[src/pkg/isl_defs.svh]
// constants for the switch and lamp controller
`ifndef ISL_DEFS_SVH
`define ISL_DEFS_SVH

// ***************************************************************
// clock and timing
// ***************************************************************
`define ISL_CLK_HZ 40000000
`define ISL_TICK_MS 50
`define ISL_TICK_CYC (`ISL_TICK_MS * (`ISL_CLK_HZ / 1000))
`define ISL_DEBOUNCE_MS 10
`define ISL_DEBOUNCE_CYC (`ISL_DEBOUNCE_MS * (`ISL_CLK_HZ / 1000))
`define ISL_STRETCH_MS 50
`define ISL_STRETCH_CYC (`ISL_STRETCH_MS * (`ISL_CLK_HZ / 1000))
`define ISL_HALF_SEC_MS 500
`define ISL_ONE_SEC_MS 1000
`define ISL_FATAL_PERIOD_MS 2500
`define ISL_FATAL_FLASH_MS 100
`define ISL_REBIND_HOLD_MS 2000
`define ISL_HALF_SEC_TICKS 8'(`ISL_HALF_SEC_MS / `ISL_TICK_MS)
`define ISL_ONE_SEC_TICKS 8'(`ISL_ONE_SEC_MS / `ISL_TICK_MS)
`define ISL_FATAL_PERIOD_TICKS 8'(`ISL_FATAL_PERIOD_MS / `ISL_TICK_MS)
`define ISL_FATAL_FLASH_TICKS 8'(`ISL_FATAL_FLASH_MS / `ISL_TICK_MS)
`define ISL_REBIND_TICKS 8'(`ISL_REBIND_HOLD_MS / `ISL_TICK_MS)
`define ISL_PATTERN_TICKS 8'hC8

// ***************************************************************
// switch bank layout and reset values
// ***************************************************************
`define ISL_ADDR_LSB 0
`define ISL_ADDR_MSB 3
`define ISL_BIND_LSB 4
`define ISL_BIND_MSB 6
`define ISL_SWITCH_RST 8'h08

// ***************************************************************
// register map
// ***************************************************************
`define ISL_CTRL_OFS 12'h000
`define ISL_RELAY_OFS 12'h004
`define ISL_STATUS_OFS 12'h008
`define ISL_CTRL_LAMP_TEST 0
`define ISL_CTRL_RST 32'h0000_0000
`define ISL_RELAY_RST 16'h0000

`endif

[src/pkg/isl_pkg.sv]
// types for the switch and lamp controller
package isl_pkg;

  typedef enum logic [1:0] {
    ISL_BLINK_ON,
    ISL_BLINK_OFF,
    ISL_PAUSE
  } isl_seq_t;

  typedef enum logic [1:0] {
    ISL_NET_OFF,
    ISL_NET_RED,
    ISL_NET_GREEN,
    ISL_NET_ORANGE
  } isl_net_t;

endpackage

[src/core/isl_debounce.sv]
// debounce filter for a group of switch inputs
`timescale 1ns/1ps
module isl_debounce #(
  parameter int unsigned WIDTH = 1,
  parameter int unsigned CYC = 400000,
  parameter logic [WIDTH-1:0] RST_VAL = '0
) (
  input wire logic clk,
  input wire logic rst_n,
  input wire logic [WIDTH-1:0] raw,
  output logic [WIDTH-1:0] stable
);

  logic [31:0] cnt_q;
  logic [WIDTH-1:0] stable_q;
  wire differ = (raw != stable_q);
  wire settled = (cnt_q >= 32'(CYC - 1));

  // accept raw once it has differed from the stable value for the whole window
  always_ff @(posedge clk) begin
    if (!rst_n) begin
      cnt_q <= 32'h0000_0000;
      stable_q <= RST_VAL;
    end else if (!differ) begin
      cnt_q <= 32'h0000_0000;
    end else if (settled) begin
      cnt_q <= 32'h0000_0000;
      stable_q <= raw;
    end else begin
      cnt_q <= cnt_q + 32'h0000_0001;
    end
  end

  assign stable = stable_q;

endmodule

[src/core/isl_lamp_ctrl.sv]
// switch decoding and lamp control with an apb register file
//
// Functional notes
// - node address from switches one to four, default pattern 1000
// - autobinding selection from switches five to seven
// - switch eight ignored
// - service lamp on while button held; press gives identification pulse
// - reset pushbutton resets the node processor
// - status lamp blinks 1 Hz while application code runs
// - self-installed: blink address times, dark one second, repeat
// - service lamp off when application present and installed
// - service lamp steady on when no application or stopping error
// - service lamp blinks 1 s on 1 s off when not installed
// - fatal watchdog error: one brief service flash per 2.5 s
// - network lamp red when integrity test failed
// - network lamp green when test passed and network normal
// - network lamp orange while node has no bindings and integrity test not failed
// - network activity lamp flashes on each network communication
// - expansion lamp flashes on each expansion communication
// - eight relay lamps follow the relay coil states
// - address zero: drop bindings, no status blink, no binding
// - each relay command update sets the matching relay
`timescale 1ns/1ps
`include "isl_defs.svh"
module isl_lamp_ctrl #(
  parameter int unsigned TICK_CYC = `ISL_TICK_CYC,
  parameter int unsigned DEBOUNCE_CYC = `ISL_DEBOUNCE_CYC,
  parameter int unsigned STRETCH_CYC = `ISL_STRETCH_CYC,
  parameter int unsigned RELAYS = 16
) (
  input wire logic CLOCK,
  input wire logic RESET_N,
  input wire logic [7:0] NODE_SWITCH_BANK,
  input wire logic SERVICE_PUSHBUTTON,
  input wire logic PROCESSOR_RESET_PUSHBUTTON,
  input wire logic APP_RUNNING,
  input wire logic APP_PRESENT,
  input wire logic APP_ERROR,
  input wire logic NODE_INSTALLED,
  input wire logic SELF_INSTALLED,
  input wire logic WDOG_FATAL,
  input wire logic NET_TEST_FAIL,
  input wire logic NET_TEST_PASS,
  input wire logic NODE_BOUND,
  input wire logic NET_ACTIVITY_EVENT,
  input wire logic EXP_ACTIVITY_EVENT,
  input wire logic [7:0] RELAY_COIL,
  input wire logic PSEL,
  input wire logic PENABLE,
  input wire logic PWRITE,
  input wire logic [11:0] PADDR,
  input wire logic [31:0] PWDATA,
  output logic [31:0] PRDATA,
  output logic PREADY,
  output logic PSLVERR,
  output logic [3:0] NODE_ADDRESS,
  output logic [2:0] AUTOBIND_SEL,
  output logic REMOVE_BINDINGS,
  output logic BIND_ENABLE,
  output logic SERVICE_ID_EVENT,
  output logic REBIND_REQUEST,
  output logic PROCESSOR_RESET_N,
  output logic [RELAYS-1:0] RELAY_DRIVE,
  output logic STATUS_LAMP,
  output logic SERVICE_LAMP,
  output logic NET_ERROR_RED,
  output logic NET_ERROR_GREEN,
  output logic NET_ACTIVITY_LAMP,
  output logic EXPANSION_LAMP,
  output logic RELAY_ONE_LAMP,
  output logic RELAY_TWO_LAMP,
  output logic RELAY_THREE_LAMP,
  output logic RELAY_FOUR_LAMP,
  output logic RELAY_FIVE_LAMP,
  output logic RELAY_SIX_LAMP,
  output logic RELAY_SEVEN_LAMP,
  output logic RELAY_EIGHT_LAMP
);

  // ***************************************************************
  // input debouncing
  // ***************************************************************
  logic [7:0] switch_bank;
  logic [1:0] buttons;

  isl_debounce #(
    .WIDTH(8),
    .CYC(DEBOUNCE_CYC),
    .RST_VAL(`ISL_SWITCH_RST)
  ) u_switch_deb (
    .clk(CLOCK),
    .rst_n(RESET_N),
    .raw(NODE_SWITCH_BANK),
    .stable(switch_bank)
  );

  isl_debounce #(
    .WIDTH(2),
    .CYC(DEBOUNCE_CYC),
    .RST_VAL(2'h0)
  ) u_button_deb (
    .clk(CLOCK),
    .rst_n(RESET_N),
    .raw({PROCESSOR_RESET_PUSHBUTTON, SERVICE_PUSHBUTTON}),
    .stable(buttons)
  );

  wire service_held = buttons[0];
  wire reset_held = buttons[1];
  // switch eight is never decoded
  wire [3:0] addr = switch_bank[`ISL_ADDR_MSB:`ISL_ADDR_LSB];
  wire [2:0] bind_sel = switch_bank[`ISL_BIND_MSB:`ISL_BIND_LSB];
  wire addr_zero = (addr == 4'h0);

  // ***************************************************************
  // time base
  // ***************************************************************
  logic [31:0] tick_cnt_q;
  logic [7:0] pat_q;
  wire tick = (tick_cnt_q >= 32'(TICK_CYC - 1));

  always_ff @(posedge CLOCK) begin
    if (!RESET_N) begin
      tick_cnt_q <= 32'h0000_0000;
    end else if (tick) begin
      tick_cnt_q <= 32'h0000_0000;
    end else begin
      tick_cnt_q <= tick_cnt_q + 32'h0000_0001;
    end
  end

  // common multiple of all periodic patterns, in ticks
  always_ff @(posedge CLOCK) begin
    if (!RESET_N) begin
      pat_q <= 8'h00;
    end else if (tick) begin
      pat_q <= (pat_q == `ISL_PATTERN_TICKS - 8'h01) ? 8'h00 : pat_q + 8'h01;
    end
  end

  // phase of a square wave with given half period, in ticks
  function automatic logic square(input logic [7:0] pos,
                                  input logic [7:0] half);
    logic [7:0] two;
    two = 8'(half << 1);
    square = ((pos % two) < half);
  endfunction

  wire blink_1hz = square(pat_q, `ISL_HALF_SEC_TICKS);
  wire blink_half_hz = square(pat_q, `ISL_ONE_SEC_TICKS);
  wire fatal_flash =
    ((pat_q % `ISL_FATAL_PERIOD_TICKS) < `ISL_FATAL_FLASH_TICKS);

  // ***************************************************************
  // self-installed status sequence
  // ***************************************************************
  isl_pkg::isl_seq_t seq_q;
  isl_pkg::isl_seq_t seq_d;
  logic [7:0] seq_cnt_q;
  logic [7:0] seq_cnt_d;
  logic [3:0] blinks_q;
  logic [3:0] blinks_d;
  wire seq_run = SELF_INSTALLED && !addr_zero;
  wire [7:0] seq_len = (seq_q == isl_pkg::ISL_PAUSE) ?
    `ISL_ONE_SEC_TICKS : `ISL_HALF_SEC_TICKS;
  wire seq_end = tick && (seq_cnt_q == seq_len - 8'h01);

  always_comb begin
    seq_d = seq_q;
    blinks_d = blinks_q;
    seq_cnt_d = tick ? seq_cnt_q + 8'h01 : seq_cnt_q;
    if (!seq_run) begin
      seq_d = isl_pkg::ISL_BLINK_ON;
      blinks_d = 4'h0;
      seq_cnt_d = 8'h00;
    end else if (seq_end) begin
      seq_cnt_d = 8'h00;
      unique case (seq_q)
        isl_pkg::ISL_BLINK_ON: begin
          seq_d = isl_pkg::ISL_BLINK_OFF;
          blinks_d = blinks_q + 4'h1;
        end
        isl_pkg::ISL_BLINK_OFF: begin
          seq_d = (blinks_q >= addr) ? isl_pkg::ISL_PAUSE :
                                       isl_pkg::ISL_BLINK_ON;
        end
        isl_pkg::ISL_PAUSE: begin
          seq_d = isl_pkg::ISL_BLINK_ON;
          blinks_d = 4'h0;
        end
        default: begin
          seq_d = isl_pkg::ISL_BLINK_ON;
          blinks_d = 4'h0;
        end
      endcase
    end
  end

  always_ff @(posedge CLOCK) begin
    if (!RESET_N) begin
      seq_q <= isl_pkg::ISL_BLINK_ON;
      seq_cnt_q <= 8'h00;
      blinks_q <= 4'h0;
    end else begin
      seq_q <= seq_d;
      seq_cnt_q <= seq_cnt_d;
      blinks_q <= blinks_d;
    end
  end

  // ***************************************************************
  // service button events
  // ***************************************************************
  logic service_prev_q;
  logic [7:0] hold_q;
  logic rebind_done_q;
  wire service_press = service_held && !service_prev_q;
  wire hold_reached = (hold_q == `ISL_REBIND_TICKS);
  wire rebind_fire = hold_reached && !rebind_done_q && !addr_zero;

  always_ff @(posedge CLOCK) begin
    if (!RESET_N) begin
      service_prev_q <= 1'b0;
      hold_q <= 8'h00;
      rebind_done_q <= 1'b0;
    end else begin
      service_prev_q <= service_held;
      if (!service_held) begin
        hold_q <= 8'h00;
        rebind_done_q <= 1'b0;
      end else begin
        if (tick && !hold_reached) begin
          hold_q <= hold_q + 8'h01;
        end
        if (hold_reached) begin
          rebind_done_q <= 1'b1;
        end
      end
    end
  end

  // ***************************************************************
  // activity stretchers
  // ***************************************************************
  logic [31:0] stretch_q [2];
  wire [1:0] act_event = {EXP_ACTIVITY_EVENT, NET_ACTIVITY_EVENT};

  always_ff @(posedge CLOCK) begin
    for (int i = 0; i < 2; i++) begin
      if (!RESET_N) begin
        stretch_q[i] <= 32'h0000_0000;
      end else if (act_event[i]) begin
        stretch_q[i] <= 32'(STRETCH_CYC);
      end else if (stretch_q[i] != 32'h0000_0000) begin
        stretch_q[i] <= stretch_q[i] - 32'h0000_0001;
      end
    end
  end

  // ***************************************************************
  // lamp decoding
  // ***************************************************************
  logic [31:0] ctrl_q;
  logic [RELAYS-1:0] relay_q;
  wire lamp_test = ctrl_q[`ISL_CTRL_LAMP_TEST];

  wire status_d = addr_zero ? 1'b0 :
    seq_run ? (seq_q == isl_pkg::ISL_BLINK_ON) :
    (APP_RUNNING && blink_1hz);

  wire service_d = service_held ? 1'b1 :
    WDOG_FATAL ? fatal_flash :
    (!APP_PRESENT || APP_ERROR) ? 1'b1 :
    !NODE_INSTALLED ? blink_half_hz :
    1'b0;

  wire isl_pkg::isl_net_t net_d =
    NET_TEST_FAIL ? isl_pkg::ISL_NET_RED :
    !NODE_BOUND ? isl_pkg::ISL_NET_ORANGE :
    NET_TEST_PASS ? isl_pkg::ISL_NET_GREEN :
    isl_pkg::ISL_NET_OFF;

  wire red_d = (net_d == isl_pkg::ISL_NET_RED) ||
               (net_d == isl_pkg::ISL_NET_ORANGE);
  wire green_d = (net_d == isl_pkg::ISL_NET_GREEN) ||
                 (net_d == isl_pkg::ISL_NET_ORANGE);
  wire net_act_d = (stretch_q[0] != 32'h0000_0000);
  wire exp_act_d = (stretch_q[1] != 32'h0000_0000);
  wire [7:0] relay_lamp_d = lamp_test ? 8'hFF : RELAY_COIL;

  always_ff @(posedge CLOCK) begin
    if (!RESET_N) begin
      STATUS_LAMP <= 1'b0;
      SERVICE_LAMP <= 1'b0;
      NET_ERROR_RED <= 1'b0;
      NET_ERROR_GREEN <= 1'b0;
      NET_ACTIVITY_LAMP <= 1'b0;
      EXPANSION_LAMP <= 1'b0;
    end else begin
      STATUS_LAMP <= lamp_test || status_d;
      SERVICE_LAMP <= lamp_test || service_d;
      NET_ERROR_RED <= lamp_test || red_d;
      NET_ERROR_GREEN <= lamp_test || green_d;
      NET_ACTIVITY_LAMP <= lamp_test || net_act_d;
      EXPANSION_LAMP <= lamp_test || exp_act_d;
    end
  end

  always_ff @(posedge CLOCK) begin
    if (!RESET_N) begin
      {RELAY_EIGHT_LAMP, RELAY_SEVEN_LAMP, RELAY_SIX_LAMP, RELAY_FIVE_LAMP,
       RELAY_FOUR_LAMP, RELAY_THREE_LAMP, RELAY_TWO_LAMP,
       RELAY_ONE_LAMP} <= 8'h00;
    end else begin
      {RELAY_EIGHT_LAMP, RELAY_SEVEN_LAMP, RELAY_SIX_LAMP, RELAY_FIVE_LAMP,
       RELAY_FOUR_LAMP, RELAY_THREE_LAMP, RELAY_TWO_LAMP,
       RELAY_ONE_LAMP} <= relay_lamp_d;
    end
  end

  // ***************************************************************
  // node outputs
  // ***************************************************************
  always_ff @(posedge CLOCK) begin
    if (!RESET_N) begin
      NODE_ADDRESS <= 4'h0;
      AUTOBIND_SEL <= 3'h0;
      REMOVE_BINDINGS <= 1'b0;
      BIND_ENABLE <= 1'b0;
      SERVICE_ID_EVENT <= 1'b0;
      REBIND_REQUEST <= 1'b0;
      PROCESSOR_RESET_N <= 1'b0;
      RELAY_DRIVE <= '0;
    end else begin
      NODE_ADDRESS <= addr;
      AUTOBIND_SEL <= bind_sel;
      REMOVE_BINDINGS <= addr_zero;
      BIND_ENABLE <= !addr_zero;
      SERVICE_ID_EVENT <= service_press;
      REBIND_REQUEST <= rebind_fire;
      PROCESSOR_RESET_N <= !reset_held;
      RELAY_DRIVE <= relay_q;
    end
  end

  // ***************************************************************
  // apb register file
  // ***************************************************************
  logic pready_q;
  logic pslverr_q;
  logic [31:0] prdata_q;
  wire setup = PSEL && !PENABLE;
  wire hit_ctrl = (PADDR == `ISL_CTRL_OFS);
  wire hit_relay = (PADDR == `ISL_RELAY_OFS);
  wire hit_status = (PADDR == `ISL_STATUS_OFS);
  wire mapped = hit_ctrl || hit_relay || (hit_status && !PWRITE);
  wire commit = PSEL && PENABLE && pready_q && PWRITE && !pslverr_q;
  wire [31:0] status_word = {16'h0000, 1'b0, REMOVE_BINDINGS,
    NET_ERROR_GREEN, NET_ERROR_RED, SERVICE_LAMP, STATUS_LAMP,
    reset_held, service_held, switch_bank};
  wire [31:0] rd_word = hit_ctrl ? ctrl_q :
    hit_relay ? 32'(relay_q) :
    hit_status ? status_word : 32'h0000_0000;

  always_ff @(posedge CLOCK) begin
    if (!RESET_N) begin
      pready_q <= 1'b0;
      pslverr_q <= 1'b0;
      prdata_q <= 32'h0000_0000;
    end else begin
      pready_q <= setup;
      if (setup) begin
        pslverr_q <= !mapped;
        prdata_q <= (mapped && !PWRITE) ? rd_word : 32'h0000_0000;
      end
    end
  end

  always_ff @(posedge CLOCK) begin
    if (!RESET_N) begin
      ctrl_q <= `ISL_CTRL_RST;
      relay_q <= `ISL_RELAY_RST;
    end else if (commit) begin
      if (hit_ctrl) begin
        ctrl_q <= {31'h0000_0000, PWDATA[`ISL_CTRL_LAMP_TEST]};
      end
      if (hit_relay) begin
        relay_q <= PWDATA[RELAYS-1:0];
      end
    end
  end

  assign PREADY = pready_q;
  assign PSLVERR = pslverr_q;
  assign PRDATA = prdata_q;

endmodule

[config.mk]
export PLATFORM = sky130hd
export DESIGN_NAME = isl_lamp_ctrl
export DESIGN_NICKNAME = d
export VERILOG_FILES = /design/src/pkg/isl_pkg.sv /design/src/core/isl_debounce.sv /design/src/core/isl_lamp_ctrl.sv
export VERILOG_INCLUDE_DIRS = /design/src /design/src/pkg
export SDC_FILE = /design/constraint.sdc
export NUM_CORES = 1
export LEC_CHECK = 0
export BUFFER_PORTS_ARGS = -buffer_cell sky130_fd_sc_hd__clkbuf_2
export CAP_MARGIN = 30
export CORE_ASPECT_RATIO = 1.4
export CORE_MARGIN = 4
export CORE_UTILIZATION = 30
export DETAILED_ROUTE_END_ITERATION = 16
export GPL_TIMING_DRIVEN = 0
export PLACE_DENSITY = 0.54
export SYNTH_ARGS = -nofsm -noshare
export SYNTH_HDL_FRONTEND = slang
export SYNTH_HIERARCHICAL = 1
export SYNTH_SLANG_ARGS = --single-unit
[constraint.sdc]
create_clock -name CLOCK -period 4.35 [get_ports CLOCK]
set_input_delay 0.2175 -clock CLOCK [delete_from_list [all_inputs] [get_ports CLOCK]]
set_output_delay 0.2175 -clock CLOCK [all_outputs]
set_load 0.03 [all_outputs]
After elaboration in Yosys (flattened, before gate mapping)

Memory sizes are Yosys's and may differ from the RTL's.
Index checks and enable logic that the tools add are counted.

Add/subtract/negate cells: 10
Divide/modulo/power cells: 3
Magnitude comparators: 7
Equality and inequality tests: 12
Mux-type cells: 38
Bitwise operators: 9
Reduce and logical (&&, ||, !) cells: 51

Operator list:

| cell                                                                | number |
|---|---|
| 2-to-1 mux 32 bit                                                   | 4 |
| adder 32 x 1 -> 32 bit, second input constant                       | 3 |
| greater-or-equal comparator 32 x 19 -> 1 bit, second input constant | 2 |
| nonzero test 32 bit                                                 | 2 |
| subtractor 32 x 1 -> 32 bit, second input constant                  | 2 |
| 2-to-1 mux 16 bit                                                   | 3 |
| greater-or-equal comparator 32 x 21 -> 1 bit, second input constant | 1 |
| adder 8 x 1 -> 8 bit, second input constant                         | 3 |
| 2-to-1 mux 1 bit                                                    | 21 |
| remainder unit 8 x 6 -> 8 bit, second input constant                | 2 |
| 2-to-1 mux 8 bit                                                    | 2 |
| 2-to-1 mux 15 bit                                                   | 1 |
| logical AND 1 bit                                                   | 14 |
| AND reduction 2 bit                                                 | 7 |
| equality test 12 x 3 -> 1 bit, second input constant                | 1 |
| equality test 12 x 4 -> 1 bit, second input constant                | 1 |
| logical NOT 12 bit                                                  | 1 |
| logical OR 1 bit                                                    | 11 |
| logical NOT 1 bit                                                   | 10 |
| OR reduction 3 bit                                                  | 3 |
| equality test 8 x 6 -> 1 bit, second input constant                 | 1 |
| equality test 8 bit                                                 | 1 |
| equality test 8 bit, second input constant                          | 1 |
| < comparator 8 x 2 -> 1 bit, second input constant                  | 1 |
| other kinds (19)                                                    | 32 |

Register bits after elaboration: 231
Memory bits (writable): 64
Input port bits: 78
Output and inout port bits: 76
Logic and storage cells: 170
Memories: 1

Memory list:

| memory    | depth | width | rd ports | clocked after memory_dff | write ports | RTL line             | text |
|---|---|---|---|---|---|---|---|
| stretch_q | 2     | 32    | 2        | 0                        | 2           | isl_lamp_ctrl.sv:245 | `logic [31:0] stretch_q [2];` |

Depth between registers and ports, before layout

Gate-level depths: netlist of the first run.

Word-level depth: 7
Depth in mapped cells: 11
Mapped depth without buffers: 10

By module

Netlist of the first run, hierarchy kept.

By module, submodules not included:

| module                      | times used | cells an instance | area each (µm²) | sequential area each (µm²) |
|---|---|---|---|---|
| isl_lamp_ctrl               | 1          | 1017              | 9698.1          | 4744.6 |
| isl_debounce (u_switch_deb) | 1          | 176               | 1699.1          | 800.8 |
| isl_debounce (u_button_deb) | 1          | 128               | 1302.5          | 680.7 |

Worst setup path after synthesis of the first run

Ideal clock, no wire load.

Path type: register -> register
Start point: memory stretch_q[0][3]
End point: memory stretch_q[0][0] (enable)
Setup time: 0.629 ns
Arrival time: 2.668 ns
Data required time: 3.721 ns
Path slack: 1.053 ns
Stages on the path, launching flop included: 5
Path buffers: 0
Period minus slack after synthesis: 3.297 ns
Path through: edfxtp_1 -> nor4_1 -> nand4b_1 -> nor4bb_1 -> nand4_1

RTL lines:

| item               | RTL line |
|---|---|
| start: declaration | isl_lamp_ctrl.sv:245 |

==> results of run 1 <==
[cell usage in the layout (no fill, tap or decap), drive strengths merged, types with 35 or more instances in the layout]
| cell | n |
|---|---|
| edfxtp | 64 |
| xor2 | 65 |
| and2 | 44 |
| nand2 | 93 |
| xnor2 | 61 |
| clkbuf | 198 |
| conb | 53 |
| nor2b | 40 |
| nor2 | 168 |
| nand3 | 46 |
| dfxtp | 215 |
| dlygate4sd3 | 41 |
| a21oi | 40 |
| nor3 | 35 |
| o21ai | 35 |
[Yosys cell counts, drive strengths merged, types with 26 or more instances]
cell / number
a21oi: 40
and2: 44
buf: 29
clkbuf: 40
dfxtp: 215
edfxtp: 64
inv: 27
mux2i: 30
nand2: 93
nand3: 46
nor2: 168
nor2b: 40
nor3: 35
nor4: 28
o21ai: 35
or3: 26
xnor2: 61
xor2: 65
[cell type report]
| class | instances | area [um^2] | area share (%) |
|---|---|---|---|
| sequential | 279 | 6226 | 39.63 |
| multi-input combinational | 996 | 6197 | 39.44 |
| timing repair buffer | 164 | 1081 | 6.881 |
| clock buffer | 38 | 810.8 | 5.160 |
| tap | 540 | 675.6 | 4.300 |
| buffer | 69 | 362.8 | 2.309 |
| clock inverter | 16 | 254.0 | 1.617 |
| inverter | 27 | 101.3 | 0.6451 |
| antenna | 1 | 2.502 | 0.01593 |
[cell families (layout without fill, tap and decap cells)]
logic type / after synthesis / in the layout / synth area share [%]
adders and majority gates: 18 / 18 / 1.754
AOI/OAI and AO/OA: 188 / 188 / 10.48
other: 3 / 54 / 0.08866
DFF: 279 / 279 / 49.02
xor gates and xnor gates: 126 / 126 / 8.690
and+or+nand+nor: 581 / 581 / 23.94
muxes: 30 / 30 / 2.365
buffers and inverters: 96 / 314 / 3.655
[sequential cells by signal, summed over array words and instances (netlist names), 16 cells and up]
signal	count
tick_cnt_q	32
u_switch_deb/cnt_q	32
PRDATA	16
u_button_deb/cnt_q	32
RELAY_DRIVE	16
stretch_q	64
relay_q	16
[metal layers]
layer / part of all wire (%) / GRT usage, % / vias up
met2: 50 / 24.85 / 193
met5: 0.087 / 0 / -
met1: 42 / 16.01 / 4722
li1: - / - / 5086
met3: 4.4 / 2.336 / 58
met4: 3.1 / 5.149 / 6
[timing repair]
item / in CTS / in global routing
buffers inserted: 0 / 0
hold endpoints to repair: 37 / 0
hold buffers: 41 / 0
[how the worst max path moves through the flow]
| stage | depth (start not counted) | end | slack (ns) | start |
|---|---|---|---|---|
| global route | 7 | stretch_q[0][25]$_SDFFCE_PN0P_ | 0.79 | stretch_q[0][3]$_SDFFCE_PN0P_ |
| floorplan | 4 | stretch_q[0][0]$_SDFFCE_PN0P_ | 1.05 | stretch_q[0][3]$_SDFFCE_PN0P_ |
| global placement | 4 | stretch_q[0][8]$_SDFFCE_PN0P_ | -0.12 | stretch_q[0][3]$_SDFFCE_PN0P_ |
| CTS | 5 | stretch_q[0][4]$_SDFFCE_PN0P_ | 0.46 | stretch_q[0][3]$_SDFFCE_PN0P_ |
| detailed placement | 5 | stretch_q[0][6]$_SDFFCE_PN0P_ | 0.51 | stretch_q[0][3]$_SDFFCE_PN0P_ |
| finish | 7 | stretch_q[0][25]$_SDFFCE_PN0P_ | 0.97 | stretch_q[0][3]$_SDFFCE_PN0P_ |
[through the flow]
step                std cells  utilization (%)  TNS [ns]  cell area [um^2]  power (mW)
floorplan                1371                -         0             12890       3.198
global placement         2031            34.12    -3.674             14160       3.345
detailed placement       2033            34.25         0             14220       3.350
CTS                      2128            37.81         0             15690       6.163
global route             2130            37.85         0             15710       6.315
finish                   2130            37.85         0             15710       6.070
[power by group]
group | switching [mW] | internal [mW] | total (mW)
clock network | 1.07 | 1.68 | 2.75
registers | 0.0732 | 2.74 | 2.81
logic | 0.293 | 0.222 | 0.514
[worst max-delay path, cell delays in order, from the launching register on]
cell	delay [ns]
edfxtp_1	0.44
nor4_1	0.58
nand4b_1	0.55
nor3_1	0.54
nand2_1	0.37
nand2_1	0.33
buf_4	0.23
nor2_1	0.07
==> flow_summary_export.csv, run 1 <==
group,metric,value,unit
status,run_status,"completed",
worst_setup_path,timing.reg2reg.worst_path_depth,7,
synth,synthDistinctLibCells,80,
timing,final.period_utilization,77.68,%
synth,synth_largest_type_area_fraction,33.89,%
clock_network,cts_tree,"yes",
floorplanning,rows,88,
timing,worst_slew_pin_slew,0.9113,ns
floorplanning,die-area,45740,um^2
synth,synth_edf_count,64,
worst_setup_path,data_arrival_time_of_the_worst_path,3.69,ns
synth,synth_flop_cell,"dfxtp_1",
global_route,number_of_global_route_vias_before_repair,10040,
detailed_routing,routed-via-count,10070,
timing,max_freq,295.9,MHz
detailed_routing,detail_route.wl_per_cell,15.13,um
detailed_routing,detail_route.wirelength,32.23,mm
synth,synth.ff_latch_count,279,
clock_network,clkSlewWorstSetupHoldPaths,0.06,ns
synth,synth_top_cell_by_area,"dfxtp_1",
synth,synth_sequential_area_ratio,49.02,%
worst_setup_path,path_max_fanout,10,
timing,slew_headroom,39.25,%
clock_network,tritoncts.num_buffers,29,
synth,syn-instance-count,1321,
place,placement.setup.worst_slack,0.5100,ns
worst_setup_path,worst-r2r-setup-slack,0.97,ns
clock_network,clockBufferDepth,3,
clock_network,cts.htree.levels,1,
floorplanning,coreArea,41510,um^2
worst_setup_path,end_kind,"register",
layout,fillers,4227,
clock_network,worstSkewPairLatency,0.57,ns
hold_path,holdPathEnd,"PRDATA[0]$_SDFFE_PN0P_",
floorplanning,initial_utilization,30.59,%
detailed_routing,detailedRoute.firstIterationViolations,386,
global_route,grt_max_degree,21,
place,gpl.final_weighted_congestion,0.8195,
detailed_routing,detail-route-antenna-nets,0,
synth,synth.area.top_cells,"dfxtp_1 34%, edfxtp_1 15%, nor2_1 4.9%",
floorplanning,floorplan.die.height,251.4,um
worst_setup_path,crit_path_start_kind,"register",
floorplanning,top_level_i_o_count,154,
hold_path,worstHoldPathType,"primary input to register",
global_route,grt_antenna_before_repair,4,
floorplanning,die_width,181.9,um
synth,post_synth.cell_area_avg,9.614,um^2
pwr,leakage,6.080,nW
global_route,grt_usage,13.67,%
place,dp.final_hpwl,23.72,mm
layout,layout-area-overhead-vs-synth,23.71,%
worst_setup_path,regToRegEndpoint,"stretch_q[0][25]$_SDFFCE_PN0P_",
clock_network,cts.sink_count,279,
timing,setup_violations,0,
worst_setup_path,worst-endpoint-required,4.66,ns
detailed_routing,first_pass_iters,5,
pwr,ir_drop,261.0,uV
place,port_buffers,120,
detailed_routing,post-route-drc-count,0,
timing,unrepaired_setup_endpoints_after_global_routing,"false",
synth,yosys_warnings,6,
hold_path,holdCritStartpoint,"PWRITE",
global_route,wire_length_of_the_first_global_routing_pass,51.58,mm
timing,worst_hold_slack,0.03151,ns
pwr,powerDensity,386.4,nW/um^2
flow_run,cap_viol_max_count,0,
global_route,overflow,0,
detailed_routing,detail_route.vias_per_cell,4.725,
layout,final_net_count,1661,
timing,period_needed,3.379,ns
timing,final_hold_viol_count,0,
timing,finalMaxSlewViolations,0,
worst_setup_path,startpoint_to_endpoint_class_of_the_critical_path,"register to register",
timing,timing.clock.skew,0.02741,ns
synth,async_reset_ff_share,0,%
synth,synth.cell_area,12700,um^2
layout,fraction_of_layout_instances_using_a_drive_strength_above_1,14.41,%
clock_network,cts_repair_resize_count,0,
hold_path,hold_path_cell_cnt,4,
worst_setup_path,r2r_start,"stretch_q[0][3]$_SDFFCE_PN0P_",
clock_network,clockRootBuffer,"clkbuf_16",
timing,fin_ws,0.9710,ns
Note: power is estimated with default switching activity, not from simulation.
==> run 2, diff against run 1 <==
--- a/config.mk
+++ b/config.mk
@@ -13,7 +13,7 @@
 export CORE_UTILIZATION = 30
 export DETAILED_ROUTE_END_ITERATION = 16
 export GPL_TIMING_DRIVEN = 0
-export PLACE_DENSITY = 0.54
+export PLACE_DENSITY = 0.55
 export SYNTH_ARGS = -nofsm -noshare
 export SYNTH_HDL_FRONTEND = slang
 export SYNTH_HIERARCHICAL = 1
==> constraint.sdc (replaced) <==
create_clock -name CLOCK -period 2.9 [get_ports CLOCK]
set_input_delay 0.145 -clock CLOCK [delete_from_list [all_inputs] [get_ports CLOCK]]
set_output_delay 0.145 -clock CLOCK [all_outputs]
set_load 0.03 [all_outputs]
==> run 2 against run 1 <==
Worst hold slack better by 0.029 ns; register-to-register slack got worse by 0.89 ns; count of clock-buffer cells in the layout decreased by 7; global-route usage grew 0.30 points; critical path depth unchanged; final area grew 2.1%; power grew 53%; maximum frequency grew 20%; largest power group is now the clock network.
==> flow_summary_export.csv, run 2 (synthesized netlist as in run 1, its figures left out) <==
group,metric,value,unit
layout,final_net_count,1682,
worst_setup_path,worst-r2r-setup-slack,0.08,ns
worst_setup_path,end_kind,"register",
layout,largest_register_ff_count,64,
detailed_routing,detail_route.wirelength,32.67,mm
timing,unrepaired_setup_endpoints_after_global_routing,"true",
floorplanning,rows,88,
timing,final_hold_viol_count,0,
layout,layout-area-overhead-vs-synth,26.26,%
timing,max_freq,354.7,MHz
timing,fin_ws,0.08099,ns
detailed_routing,detail_route.wl_per_cell,15.18,um
global_route,grt_max_degree,21,
clock_network,cts_tree,"yes",
timing,worst_slew_pin_slew,0.9226,ns
detailed_routing,routed-via-count,10280,
floorplanning,top_level_i_o_count,154,
worst_setup_path,regToRegEndpoint,"stretch_q[0][27]$_SDFFCE_PN0P_",
clock_network,worstSkewPairLatency,0.57,ns
layout,most_frequent_cells_in_the_layout,"215 x dfxtp_1, 166 x nor2_1, 126 x clkbuf_2, 90 x nand2_1, 65 x xor2_1",
layout,final_common_cell,"dfxtp_1",
worst_setup_path,timing.critical_path.from,"stretch_q[0][18]$_DFFE_PP_",
place,gpl.final_weighted_congestion,0.8258,
place,placement.setup.worst_slack,-0.4696,ns
global_route,wire_length_of_the_first_global_routing_pass,52.76,mm
timing,setup_violations,0,
hold_path,worstHoldPathType,"primary input to register",
timing,period_needed,2.819,ns
hold_path,hold_path_cell_cnt,4,
global_route,grt_antenna_before_repair,4,
hold_path,holdCritStartpoint,"NODE_INSTALLED",
place,place_inst,2034,
timing,slew_headroom,38.49,%
worst_setup_path,path_max_fanout,7,
clock_network,tritoncts.num_buffers,29,
timing,totalNegativeSetupSlack,0,ns
place,dp.final_hpwl,24.02,mm
global_route,grt_usage,13.97,%
layout,layoutNonFillerInstCount,2152,
timing,finalMaxSlewViolations,0,
clock_network,cts.sink_count,279,
detailed_routing,detail-route-antenna-nets,0,
floorplanning,initial_utilization,30.59,%
global_route,number_of_global_route_vias_before_repair,10260,
place,port_buffers,120,
timing,final.period_utilization,97.21,%
worst_setup_path,worst-endpoint-required,3.23,ns
clock_network,clkSlewWorstSetupHoldPaths,0.07,ns
detailed_routing,detail_route.vias_per_cell,4.778,
pwr,leakage,6.212,nW
floorplanning,die-area,45740,um^2
global_route,overflow,0,
floorplanning,die_width,181.9,um
floorplanning,floorplan.die.height,251.4,um
flow_run,cap_viol_max_count,0,
worst_setup_path,startpoint_to_endpoint_class_of_the_critical_path,"register to register",
worst_setup_path,data_arrival_time_of_the_worst_path,3.14,ns
detailed_routing,post-route-drc-count,0,
timing,timing.clock.skew,0.01318,ns
clock_network,clockBufferDepth,3,
pwr,powerDensity,580.0,nW/um^2
floorplanning,coreArea,41510,um^2
pwr,ir_drop,356.0,uV
clock_network,clockRootBuffer,"clkbuf_16",
detailed_routing,detailedRoute.firstIterationViolations,455,
worst_setup_path,r2r_start,"stretch_q[0][18]$_DFFE_PP_",
detailed_routing,first_pass_iters,5,
layout,fraction_of_layout_instances_using_a_drive_strength_above_1,16.40,%
hold_path,holdPathEnd,"SERVICE_LAMP$_SDFF_PN0_",
worst_setup_path,timing.reg2reg.worst_path_depth,7,
clock_network,cts.htree.levels,1,
worst_setup_path,crit_path_start_kind,"register",
layout,largest_register,"stretch_q",
status,run_status,"completed",
-- run 2: cell types whose count changed in the layout (fill, tap and decap cells not counted), sizes merged --
cell / before / now
buf: 32 / 43
dlygate4sd3: 41 / 50
clkbuf: 198 / 192
clkinvlp: 1 / 5
inv: 29 / 33
clkinv: 7 / 5
bufinv: 6 / 7
diode: 1 / 2
-- run 2: layer usage --
| metal | routed length, um | part of all wire (%) | global-route usage [%] |
|---|---|---|---|
| met1 | 13750 | 42 | 16.56 |
| met2 | 16710 | 51 | 25.51 |
| met3 | 1341 | 4.1 | 2.207 |
| met4 | 833 | 2.5 | 4.849 |
| met5 | 33 | 0.10 | 0 |
-- run 2: area by class of cell --
cell class | count | area, um^2
fill | 4180 | 25480
multi-input combinational | 996 | 6275
sequential | 279 | 6226
timing repair buffer | 185 | 1261
clock buffer | 31 | 775.7
tap | 540 | 675.6
buffer | 69 | 377.9
clock inverter | 23 | 336.6
inverter | 27 | 101.3
antenna | 2 | 5.005
-- run 2: through the flow --
| step | hold slack (ns) | util [%] | cell area, um^2 | power [mW] |
|---|---|---|---|---|
| 2_1_floorplan | 0.2512 | - | 12910 | 4.807 |
| 3_3_place_gp | 0.3422 | 34.17 | 14180 | 5.026 |
| 3_5_place_dp | 0.3491 | 34.31 | 14240 | 5.037 |
| 4_1_cts | 0.04676 | 38.40 | 15940 | 9.421 |
| 5_1_grt | 0.07731 | 38.63 | 16030 | 9.674 |
| 6_report | 0.06005 | 38.63 | 16030 | 9.301 |
-- run 2: what timing repair did --
item / CTS / global route
pin swaps: 3 / 2
setup endpoints to repair: 118 / 85
endpoints found under the hold margin: 48 / 0
setup buffers: 5 / 7
gates cloned: 0 / 0
gates resized for setup: 10 / 18
hold buffers: 50 / 0
-- run 2: power breakdown --
| part | internal [mW] | switching [mW] | leakage (nW) |
|---|---|---|---|
| logic | 0.366 | 0.456 | 3.16 |
| registers | 4.10 | 0.111 | 2.52 |
| clock network | 2.60 | 1.67 | 0.529 |
-- run 2: critical path, cell delays in order, from the launching register on --
cell and delay [ns]:
edfxtp_1 0.44, or4_4 0.53, or4_4 0.42, buf_4 0.18, or3_4 0.38, or4_1 0.42
xor2_1 0.17, nor2_2 0.04
-- run 2: worst max path at each step --
stage,end,cells past startpoint
after floorplan,stretch_q[0][0]$_SDFFCE_PN0P_,4
after global placement,stretch_q[0][6]$_SDFFCE_PN0P_,4
after detailed placement,stretch_q[0][6]$_SDFFCE_PN0P_,6
after CTS,stretch_q[0][27]$_SDFFCE_PN0P_,7
after global routing,stretch_q[1][10]$_SDFFCE_PN0P_,7
final,stretch_q[0][27]$_SDFFCE_PN0P_,7
